## src/bcppm_consts.svh

```systemverilog
// Purpose: Named offsets, fields, codes and reset values of the strap/pin-mux block
// Assumes: Included by bare name from the top module
// Notes:   Definitions only
`ifndef BCPPM_CONSTS_SVH
`define BCPPM_CONSTS_SVH

// Register byte offsets on the bus
`define BCPPM_OFS_IF_CTRL      8'h00
`define BCPPM_OFS_STRAP_STAT   8'h04
`define BCPPM_OFS_USER_STAT    8'h08
`define BCPPM_OFS_MSB          7
`define BCPPM_OFS_LSB          2

// Interface control register layout
`define BCPPM_SEL_W            2
`define BCPPM_UP_SEL_LSB       8
`define BCPPM_CLK_DRV_LSB      10
`define BCPPM_IF_CTRL_RESET    32'h0000_03FF

// User strap status register layout
`define BCPPM_PRESENT_LSB      4

// Strap bit positions
`define BCPPM_STRAP_EEPROM     7
`define BCPPM_STRAP_MOD_DET    9
`define BCPPM_STRAP_PWR_SAVE   11
`define BCPPM_STRAP_TIMEOUT    12

// Interface select codes
`define BCPPM_SEL_RMII         2'h3
`define BCPPM_SEL_MII          2'h1
`define BCPPM_SEL_GPSI         2'h0
`define BCPPM_SEL_UP_MII       2'h3

// Bus encodings
`define BCPPM_HTRANS_NONSEQ_B  1
`define BCPPM_HRESP_OKAY       1'h0
`endif

```

## src/bcppm_pkg.sv

```systemverilog
// Purpose: Types shared by the strap capture and pin-mux logic
// Assumes: Nothing is imported; users write bcppm_pkg::name
// Notes:   Pad and MAC groups travel as packed structs
package bcppm_pkg;

    // Capture sequence, Gray coded
    typedef enum logic [1:0] {
        CAP_WAIT = 2'h0,
        CAP_HELD = 2'h1
    } bcppm_cap_t;

    // Resolved media interface of one port
    typedef enum logic [1:0] {
        MODE_NONE = 2'h0,
        MODE_RMII = 2'h1,
        MODE_MII  = 2'h3,
        MODE_GPSI = 2'h2
    } bcppm_mode_t;

    // Access port pins seen by the device
    typedef struct packed {
        logic [3:0] rxd;
        logic       crs_dv;
        logic       col;
        logic       txclk;
        logic       rxclk;
        logic       txen;
    } bcppm_acc_in_t;

    // Access port pin drives and pull controls
    typedef struct packed {
        logic [3:0] txd;
        logic       txen;
        logic       txen_oe;
        logic       txclk_o;
        logic       txclk_oe;
        logic       rxclk_o;
        logic       rxclk_oe;
        logic [3:0] pu_rxd;
        logic       pu_crs_dv;
        logic       pu_txclk;
        logic       pu_rxclk;
        logic       pd_col;
    } bcppm_acc_out_t;

    // Uplink pins seen by the device
    typedef struct packed {
        logic [3:0] rxd;
        logic       rxdv;
        logic       crs;
        logic       col;
        logic       rxclk;
        logic       ref_clk;
        logic       tx_clock;
    } bcppm_up_in_t;

    // Uplink pin drives and pull controls
    typedef struct packed {
        logic [3:0] txd;
        logic       txen;
        logic       txen_oe;
        logic       rxclk_o;
        logic       rxclk_oe;
        logic [3:0] pu_rxd;
        logic       pu_rxdv;
        logic       pu_rxclk;
        logic       pu_txen;
        logic       pu_ref_clk;
        logic       pu_tx_clock;
        logic       pd_crs;
        logic       pd_col;
    } bcppm_up_out_t;

    // Receive side handed to a MAC
    typedef struct packed {
        logic [3:0] rxd;
        logic       dv;
        logic       crs;
        logic       col;
        logic       txclk;
        logic       rxclk;
    } bcppm_mac_rx_t;

    // Transmit side coming from a MAC
    typedef struct packed {
        logic [3:0] txd;
        logic       txen;
        logic       clk_out;
    } bcppm_mac_tx_t;

endpackage

```

## src/bcppm_top.sv

```systemverilog
// Purpose: Captures reset-time straps and maps port pins to the selected media interface
// Assumes: One clock, all inputs synchronous, AHB-Lite register access
// Notes:   All outputs are registered; ce low freezes every flip-flop
`timescale 1ns/100ps
`include "bcppm_consts.svh"

// Behaviour
// - Sample all straps once after reset
// - Strap high means no EEPROM fitted
// - Module detect strap enables presence detection
// - Power saving strap enables MAC power saving
// - Timeout strap enables non-idle state monitor
// - Transmit-enable pins captured, readable by software
// - Port code 11 RMII, 01 MII, 00 GPSI
// - RMII uses two data bits and CRS_DV
// - MII four bits; GPSI bit zero only
// - Mode-dependent pulls; no module pulls inputs up
// - Uplink supports MII only, code 11
module bcppm_top #(
    parameter int NUM_PORTS = 4
) (
    // Clock, reset, enable
    input  wire logic                                     ref_clk,
    input  wire logic                                     rst_n,
    input  wire logic                                     ce,
    // AHB-Lite slave
    input  wire logic                                     hsel,
    input  wire logic [31:0]                              haddr,
    input  wire logic [1:0]                               htrans,
    input  wire logic                                     hwrite,
    input  wire logic [2:0]                               hsize,
    input  wire logic [31:0]                              hwdata,
    input  wire logic                                     hready,
    output logic      [31:0]                              hrdata,
    output logic                                          hreadyout,
    output logic                                          hresp,
    // Strap pins and module presence
    input  wire logic [15:0]                              strap_bus,
    input  wire logic [NUM_PORTS:0]                       module_present,
    // Access port pads
    input  wire bcppm_pkg::bcppm_acc_in_t [NUM_PORTS-1:0]  acc_pad_i,
    output bcppm_pkg::bcppm_acc_out_t     [NUM_PORTS-1:0]  acc_pad_o,
    // Access port MAC side
    input  wire bcppm_pkg::bcppm_mac_tx_t [NUM_PORTS-1:0]  acc_mac_tx,
    output bcppm_pkg::bcppm_mac_rx_t      [NUM_PORTS-1:0]  acc_mac_rx,
    // Uplink pads and MAC side
    input  wire bcppm_pkg::bcppm_up_in_t                   up_pad_i,
    output bcppm_pkg::bcppm_up_out_t                       up_pad_o,
    input  wire bcppm_pkg::bcppm_mac_tx_t                  up_mac_tx,
    output bcppm_pkg::bcppm_mac_rx_t                       up_mac_rx,
    output logic                                          up_ref_clk_o,
    // Strap-derived enables
    output logic                                          eeprom_load_en,
    output logic                                          module_detect_en,
    output logic                                          power_save_en,
    output logic                                          timeout_mon_en,
    output logic                                          straps_valid
);

    // Capture state and held strap values
    bcppm_pkg::bcppm_cap_t          cap_state_reg;
    logic [15:0]                    strap_reg;
    logic [NUM_PORTS-1:0]           port_tx_enable_user_strap;
    // Interface control register and its select fields
    logic [31:0]                    if_ctrl_reg;
    // Bus data phase bookkeeping
    logic                           wr_pend_reg;
    logic [`BCPPM_OFS_MSB:0]        wr_ofs_reg;
    // Resolved mode per port and uplink
    bcppm_pkg::bcppm_mode_t [NUM_PORTS-1:0] acc_mode;
    bcppm_pkg::bcppm_mode_t                 up_mode;
    logic                           addr_take;

    // Maps a select code and presence to a mode; the uplink knows only MII
    function automatic bcppm_pkg::bcppm_mode_t mode_of(input logic [1:0] sel,
                                                       input logic       present,
                                                       input logic       uplink);
        bcppm_pkg::bcppm_mode_t m;
        m = bcppm_pkg::MODE_NONE;
        if (present && uplink) begin
            if (sel == `BCPPM_SEL_UP_MII) begin
                m = bcppm_pkg::MODE_MII;
            end
        end else if (present) begin
            case (sel)
                `BCPPM_SEL_RMII: m = bcppm_pkg::MODE_RMII;
                `BCPPM_SEL_MII:  m = bcppm_pkg::MODE_MII;
                `BCPPM_SEL_GPSI: m = bcppm_pkg::MODE_GPSI;
                default:         m = bcppm_pkg::MODE_NONE;
            endcase
        end
        return m;
    endfunction

    // Presence counts only while detection is enabled
    function automatic logic seen(input logic det_en, input logic pin);
        return !det_en || pin;
    endfunction

    // Strap capture: first enabled edge after reset, then frozen
    always_ff @(posedge ref_clk or negedge rst_n) begin
        if (!rst_n) begin
            cap_state_reg             <= bcppm_pkg::CAP_WAIT;
            strap_reg                 <= 16'h0000;
            port_tx_enable_user_strap <= '0;
            eeprom_load_en            <= 1'h0;
            module_detect_en          <= 1'h0;
            power_save_en             <= 1'h0;
            timeout_mon_en            <= 1'h0;
            straps_valid              <= 1'h0;
        end else if (ce) begin
            case (cap_state_reg)
                bcppm_pkg::CAP_WAIT: begin
                    // Pins still undriven here, so the resistors set the level
                    strap_reg        <= strap_bus;
                    for (int p = 0; p < NUM_PORTS; p++) begin
                        port_tx_enable_user_strap[p] <= acc_pad_i[p].txen;
                    end
                    eeprom_load_en   <= !strap_bus[`BCPPM_STRAP_EEPROM];
                    module_detect_en <= strap_bus[`BCPPM_STRAP_MOD_DET];
                    power_save_en    <= strap_bus[`BCPPM_STRAP_PWR_SAVE];
                    timeout_mon_en   <= strap_bus[`BCPPM_STRAP_TIMEOUT];
                    straps_valid     <= 1'h1;
                    cap_state_reg    <= bcppm_pkg::CAP_HELD;
                end
                bcppm_pkg::CAP_HELD: begin
                    // Held until reset; later pin activity is ignored
                    cap_state_reg <= bcppm_pkg::CAP_HELD;
                end
                default: begin
                    cap_state_reg <= bcppm_pkg::CAP_WAIT;
                end
            endcase
        end
    end

    // Address phase accepted on the bus
    assign addr_take = hsel && hready && htrans[`BCPPM_HTRANS_NONSEQ_B];

    // Mode resolution for every port
    always_comb begin
        for (int p = 0; p < NUM_PORTS; p++) begin
            acc_mode[p] = mode_of(if_ctrl_reg[p*`BCPPM_SEL_W +: `BCPPM_SEL_W],
                                  seen(module_detect_en, module_present[p]), 1'h0);
        end
        up_mode = mode_of(if_ctrl_reg[`BCPPM_UP_SEL_LSB +: `BCPPM_SEL_W],
                          seen(module_detect_en, module_present[NUM_PORTS]), 1'h1);
    end

    // Bus front end: zero wait states, always OKAY
    always_ff @(posedge ref_clk or negedge rst_n) begin
        if (!rst_n) begin
            hreadyout   <= 1'h0;
            hresp       <= `BCPPM_HRESP_OKAY;
            wr_pend_reg <= 1'h0;
            wr_ofs_reg  <= '0;
        end else if (ce) begin
            hreadyout   <= 1'h1;
            hresp       <= `BCPPM_HRESP_OKAY;
            // Writes land in the data phase, when hwdata is valid
            wr_pend_reg <= addr_take && hwrite;
            wr_ofs_reg  <= haddr[`BCPPM_OFS_MSB:0];
        end
    end

    // Read data staged at the address phase so it stands in the data phase
    always_ff @(posedge ref_clk or negedge rst_n) begin
        if (!rst_n) begin
            hrdata <= 32'h0000_0000;
        end else if (ce) begin
            hrdata <= 32'h0000_0000;
            if (addr_take && !hwrite) begin
                case (haddr[`BCPPM_OFS_MSB:0])
                    `BCPPM_OFS_IF_CTRL:    hrdata <= if_ctrl_reg;
                    `BCPPM_OFS_STRAP_STAT: hrdata <= {16'h0000, strap_reg};
                    `BCPPM_OFS_USER_STAT: begin
                        // User straps and presence, upper bits zero
                        hrdata[NUM_PORTS-1:0] <= port_tx_enable_user_strap;
                        hrdata[`BCPPM_PRESENT_LSB +: NUM_PORTS+1] <= module_present;
                    end
                    default:               hrdata <= 32'h0000_0000;
                endcase
            end
        end
    end

    // Interface control register, written in the data phase
    always_ff @(posedge ref_clk or negedge rst_n) begin
        if (!rst_n) begin
            if_ctrl_reg <= `BCPPM_IF_CTRL_RESET;
        end else if (ce && wr_pend_reg && wr_ofs_reg == `BCPPM_OFS_IF_CTRL) begin
            // Only select and clock-drive fields are writable
            if_ctrl_reg <= {17'h00000,
                            hwdata[`BCPPM_CLK_DRV_LSB +: NUM_PORTS+1],
                            hwdata[`BCPPM_CLK_DRV_LSB-1:0]};
        end
    end

    // Access port pad and MAC mapping
    always_ff @(posedge ref_clk or negedge rst_n) begin
        if (!rst_n) begin
            acc_pad_o  <= '0;
            acc_mac_rx <= '0;
        end else if (ce) begin
            for (int p = 0; p < NUM_PORTS; p++) begin
                // Defaults: nothing pulled, outputs low
                acc_pad_o[p]  <= '0;
                acc_mac_rx[p] <= '0;
                // Transmit enable doubles as strap, so released until captured
                acc_pad_o[p].txen_oe <= (cap_state_reg == bcppm_pkg::CAP_HELD);
                case (acc_mode[p])
                    bcppm_pkg::MODE_RMII: begin
                        acc_pad_o[p].txd       <= {2'h0, acc_mac_tx[p].txd[1:0]};
                        acc_pad_o[p].txen      <= acc_mac_tx[p].txen;
                        acc_pad_o[p].pu_rxd    <= 4'hC;
                        acc_pad_o[p].pu_txclk  <= 1'h1;
                        acc_pad_o[p].pu_rxclk  <= 1'h1;
                        acc_pad_o[p].pd_col    <= 1'h1;
                        acc_mac_rx[p].rxd      <= {2'h0, acc_pad_i[p].rxd[1:0]};
                        acc_mac_rx[p].dv       <= acc_pad_i[p].crs_dv;
                        acc_mac_rx[p].crs      <= acc_pad_i[p].crs_dv;
                    end
                    bcppm_pkg::MODE_MII: begin
                        acc_pad_o[p].txd       <= acc_mac_tx[p].txd;
                        acc_pad_o[p].txen      <= acc_mac_tx[p].txen;
                        acc_pad_o[p].txclk_o   <= acc_mac_tx[p].clk_out;
                        acc_pad_o[p].rxclk_o   <= acc_mac_tx[p].clk_out;
                        acc_pad_o[p].txclk_oe  <= if_ctrl_reg[`BCPPM_CLK_DRV_LSB + p];
                        acc_pad_o[p].rxclk_oe  <= if_ctrl_reg[`BCPPM_CLK_DRV_LSB + p];
                        acc_mac_rx[p].rxd      <= acc_pad_i[p].rxd;
                        acc_mac_rx[p].dv       <= acc_pad_i[p].crs_dv;
                        acc_mac_rx[p].crs      <= acc_pad_i[p].crs_dv;
                        acc_mac_rx[p].col      <= acc_pad_i[p].col;
                        acc_mac_rx[p].txclk    <= acc_pad_i[p].txclk;
                        acc_mac_rx[p].rxclk    <= acc_pad_i[p].rxclk;
                    end
                    bcppm_pkg::MODE_GPSI: begin
                        acc_pad_o[p].txd       <= {3'h0, acc_mac_tx[p].txd[0]};
                        acc_pad_o[p].txen      <= acc_mac_tx[p].txen;
                        acc_pad_o[p].txclk_o   <= acc_mac_tx[p].clk_out;
                        acc_pad_o[p].rxclk_o   <= acc_mac_tx[p].clk_out;
                        acc_pad_o[p].txclk_oe  <= if_ctrl_reg[`BCPPM_CLK_DRV_LSB + p];
                        acc_pad_o[p].rxclk_oe  <= if_ctrl_reg[`BCPPM_CLK_DRV_LSB + p];
                        acc_pad_o[p].pu_rxd    <= 4'hE;
                        acc_mac_rx[p].rxd      <= {3'h0, acc_pad_i[p].rxd[0]};
                        acc_mac_rx[p].crs      <= acc_pad_i[p].crs_dv;
                        acc_mac_rx[p].dv       <= acc_pad_i[p].crs_dv;
                        acc_mac_rx[p].col      <= acc_pad_i[p].col;
                        acc_mac_rx[p].txclk    <= acc_pad_i[p].txclk;
                        acc_mac_rx[p].rxclk    <= acc_pad_i[p].rxclk;
                    end
                    default: begin
                        // No module: inputs up, collision down, txen stays driven, clocks released
                        acc_pad_o[p].pu_rxd    <= 4'hF;
                        acc_pad_o[p].pu_crs_dv <= 1'h1;
                        acc_pad_o[p].pu_txclk  <= 1'h1;
                        acc_pad_o[p].pu_rxclk  <= 1'h1;
                        acc_pad_o[p].pd_col    <= 1'h1;
                    end
                endcase
            end
        end
    end

    // Uplink pad and MAC mapping
    always_ff @(posedge ref_clk or negedge rst_n) begin
        if (!rst_n) begin
            up_pad_o     <= '0;
            up_mac_rx    <= '0;
            up_ref_clk_o <= 1'h0;
        end else if (ce) begin
            up_pad_o     <= '0;
            up_mac_rx    <= '0;
            up_ref_clk_o <= 1'h0;
            if (up_mode == bcppm_pkg::MODE_MII) begin
                up_pad_o.txd      <= up_mac_tx.txd;
                up_pad_o.txen     <= up_mac_tx.txen;
                up_pad_o.txen_oe  <= 1'h1;
                up_pad_o.rxclk_o  <= up_mac_tx.clk_out;
                up_pad_o.rxclk_oe <= if_ctrl_reg[`BCPPM_CLK_DRV_LSB + NUM_PORTS];
                up_mac_rx.rxd     <= up_pad_i.rxd;
                up_mac_rx.dv      <= up_pad_i.rxdv;
                up_mac_rx.crs     <= up_pad_i.crs;
                up_mac_rx.col     <= up_pad_i.col;
                up_mac_rx.rxclk   <= up_pad_i.rxclk;
                // Dedicated transmit clock input feeds the MAC transmit side
                up_mac_rx.txclk   <= up_pad_i.tx_clock;
                up_ref_clk_o      <= up_pad_i.ref_clk;
            end else begin
                // Idle uplink: txen released and pulled up, crs and col down
                up_pad_o.pu_rxd      <= 4'hF;
                up_pad_o.pu_rxdv     <= 1'h1;
                up_pad_o.pu_rxclk    <= 1'h1;
                up_pad_o.pu_txen     <= 1'h1;
                up_pad_o.pu_ref_clk  <= 1'h1;
                up_pad_o.pu_tx_clock <= 1'h1;
                up_pad_o.pd_crs      <= 1'h1;
                up_pad_o.pd_col      <= 1'h1;
            end
        end
    end
endmodule

```

## config.mk

```make
export PLATFORM = sky130hd
export DESIGN_NAME = bcppm_top
export DESIGN_NICKNAME = d
export VERILOG_FILES = /design/src/bcppm_pkg.sv /design/src/bcppm_top.sv
export VERILOG_INCLUDE_DIRS = /design/src /design/src/src
export SDC_FILE = /design/constraint.sdc
export NUM_CORES = 1
export LEC_CHECK = 0
export ABC_AREA = 1
export BUFFER_PORTS_ARGS = -buffer_cell sky130_fd_sc_hd__buf_2
export CAP_MARGIN = 10
export CORE_MARGIN = 2
export CORE_UTILIZATION = 35
export CTS_BUF_LIST = sky130_fd_sc_hd__clkbuf_4 sky130_fd_sc_hd__clkbuf_8
export CTS_CLUSTER_DIAMETER = 80
export DETAILED_ROUTE_END_ITERATION = 8
export GPL_ROUTABILITY_DRIVEN = 0
export PLACE_DENSITY = 0.65
export SYNTH_ARGS = -nofsm -noshare
export SYNTH_HDL_FRONTEND = slang
export SYNTH_SLANG_ARGS = --single-unit
```

## constraint.sdc

```tcl
create_clock -name ref_clk -period 1.4 [get_ports ref_clk]
set_input_delay 0.21 -clock ref_clk [delete_from_list [all_inputs] [get_ports ref_clk]]
set_output_delay 0.21 -clock ref_clk [all_outputs]
set_load 0.03 [all_outputs]
```

==> results.ini <==
[run_status]
status=complete, no violations

[global_route]
track_usage=0.214
grt_pass1_wl_mm=33.4
grt_pass1_vias=6254
antenna_found_initial=1
grt_overflow=0
grt_max_degree=53

[floorplan]
die_h_microns=143
io_pins=348
dieArea_sq_mm=0.0204
die_x_microns=143
initial_core_util=0.359
core-area_sq_mm=0.0188
rows=50

[layout]
post-route-util=0.536
largest_reg_flops=45
drive_above_1_share=0.348
final_nets=1311
area_growth_pct=49.3
multi_input_area_sq_mm=0.00219
largest-register=acc_pad_o
stdcell_count=1413
regArea_sq_mm=0.00400
fillers=1710
post-route-cell-area_sq_mm=0.0101
largestRegisters=acc_pad_o (45), acc_mac_rx (32)

[drt]
drt-total-wl_mm=22.4
detail-route-antenna-nets=0
wl_per_cell_microns=15.8
avgViaCountPerCell=4.50
first_pass_iters=4
first_iter_violations=265
drc=0
vias=6364

[setup_path]
critPathCaptureType=output port
cp_slowest_cell=dfrtp_2
worstPathArrival_ns=1.17
startpoint_type=register
worstPathMaxFanout=6
cp_cell_sequence=buf_6 -> buf_4
slowest_delay_ns=0.43
cp.required_ns=1.19
critPathKind=reg2out

[clock_network]
clock_path_buffers=2
cts-root-buf=clkbuf_8
htree_levels=4
numCtsBuffers=17
clock-sinks=159
clkTransAtPathRegs_ns=0.09
cts_tree=yes
clk_latency_ns=0.45

[place]
dp_slack_ns=0.00318
dp_cells=1263
port_buffers=285
placed_area_sq_mm=0.00837
dp.final_hpwl_mm=15.1

[timing]
finalWorstSetupSlack_ns=0.0165
min_period_over_period=0.988
rsz0062_at_grt=yes
finalMaxSlewViolations=0
setup_viol=0
worst_pin_slew_ns=0.536
fin_crit_ns=1.38
max_freq_mhz=723
slew_headroom=0.643
hold_violations=0
finClkSkew_ns=0.0145

[power]
p_int_w=0.00734
pwr-share-comb=0.239
swShare=0.339
power_density_mw_per_mm2=1100
p_clk_frac=0.292
p_leak_nw=5.49
ir_worst_vdd_mv=0.651
switchingPower_w=0.00376
power_frac_seq=0.469

[logic_synthesis]
synth_cell_types=27
synth_mux_area_frac=0
ys_warn_count=0
syn_inst=750
synth_area_leaders=dfrtp_1, nand2_1, buf_4
synth_top_family_by_area=simple AND/OR/NAND/NOR gates
synth.most_common_cell=nand2_1
syn-cell-area_sq_mm=0.00676
synthAdderAreaFrac=0
synthSimpleGateAreaFrac=0.240
yosysTopAreaCell=dfrtp_1
synth_edf_count=0
avgSynthCellArea_sq_um=9.01
synth-compound-area-share=0.0650
synth.top_cell.area_share=0.552
synthArstFlopShare=1.00
synth_commonest_cells=nand2_1, dfrtp_1, nand3_1
ys_ff_latch=159
synth_xor_area_frac=0
ys_seq_area_frac=0.591
ys.flop_type=dfrtp_1

[run]
drv_cap=0

[worst_hold_path]
hold_path_class=in2reg

-- cell families after synthesis --
logic type	after synthesis
compound gates	67
buf+inv	126
flops	159
other cells	1
simple gates	397
-- critical path, delay by kind of cell (launching register included) --
family	cells	cell delay [ns]
flops	1	0.43
buf+inv	2	0.31
-- layout make-up --
cell class | count | area share
clock inverters | 12 | 0.0102
multi-input cells | 482 | 0.217
repair buffers | 436 | 0.301
inverters | 43 | 0.0166
diodes | 1 | 0.000248
well taps | 260 | 0.0322
flip-flops and latches | 159 | 0.396
clock buffers | 20 | 0.0273
-- routing by layer --
layer / global-route usage / part of all wire
met4: 0.0521 / 0.012
met2: 0.366 / 0.50
met1: 0.277 / 0.43
met5: 0 / 0
met3: 0.0459 / 0.059
-- cells in the final DEF (no fill, tap or decap), types with 10 or more instances in the layout --
master / netlist / layout
conb_1: 1 / 17
nand2_1: 283 / 276
buf_4: 58 / 32
inv_1: 36 / 35
buf_2: 12 / 269
buf_6: 0 / 17
nand3_1: 65 / 63
dlygate4sd3_1: 0 / 111
a22o_1: 24 / 24
nor2_1: 37 / 37
dfrtp_1: 149 / 146
dfstp_2: 10 / 10
clkbuf_8: 0 / 20
o21ai_0: 27 / 27
-- timing repair --
| action | 4_1_cts | 5_1_grt |
|---|---|---|
| cloned | 0 | 2 |
| buffers inserted | 4 | 3 |
| hold endpoints to repair | 259 | 1 |
| hold buffers | 110 | 1 |
| setup endpoints to repair | 20 | 67 |
| pin swaps | 0 | 11 |
| resized for setup | 20 | 34 |
-- power groups by stage --
stage / registers (W) / clock network [W] / logic (W)
global route: 0.00525 / 0.00355 / 0.00285
detailed placement: 0.00530 / 0 / 0.00226
finish: 0.00520 / 0.00325 / 0.00265
CTS: 0.00520 / 0.00337 / 0.00258
floorplan: 0.00581 / 0 / 0.000952
global placement: 0.00529 / 0 / 0.00224
-- final timing paths --
check	from	to	slack, ns	cells after the start
worst min register to register	straps_valid$_DFFE_PN0P_	straps_valid$_DFFE_PN0P_	0.47	1
worst min-delay path	hwdata[1]	if_ctrl_reg[1]$_DFFE_PN1P_	0.04	3
worst max-delay path	up_pad_o[9]$_DFFE_PN0P_	up_pad_o[3]	0.02	2
max in group asynchronous	rst_n	up_pad_o[15]$_DFFE_PN0P_	0.69	3
worst max register to register	if_ctrl_reg[8]$_DFFE_PN1P_	up_mac_rx[0]$_DFFE_PN0P_	0.07	7
min in group asynchronous	rst_n	hrdata[11]$_DFFE_PN0P_	0.29	3
-- through the flow --
step	TNS, ns	total power [W]	hold WS, ns
floorplan	0	0.00676	-0.0856
global placement	-0.0288	0.00753	0.200
detailed placement	0	0.00756	0.209
CTS	-0.191	0.0111	0.00264
global route	-0.265	0.0116	0.0177
finish	0	0.0111	0.0362
No activity file was read; power rests on OpenSTA's default activity.
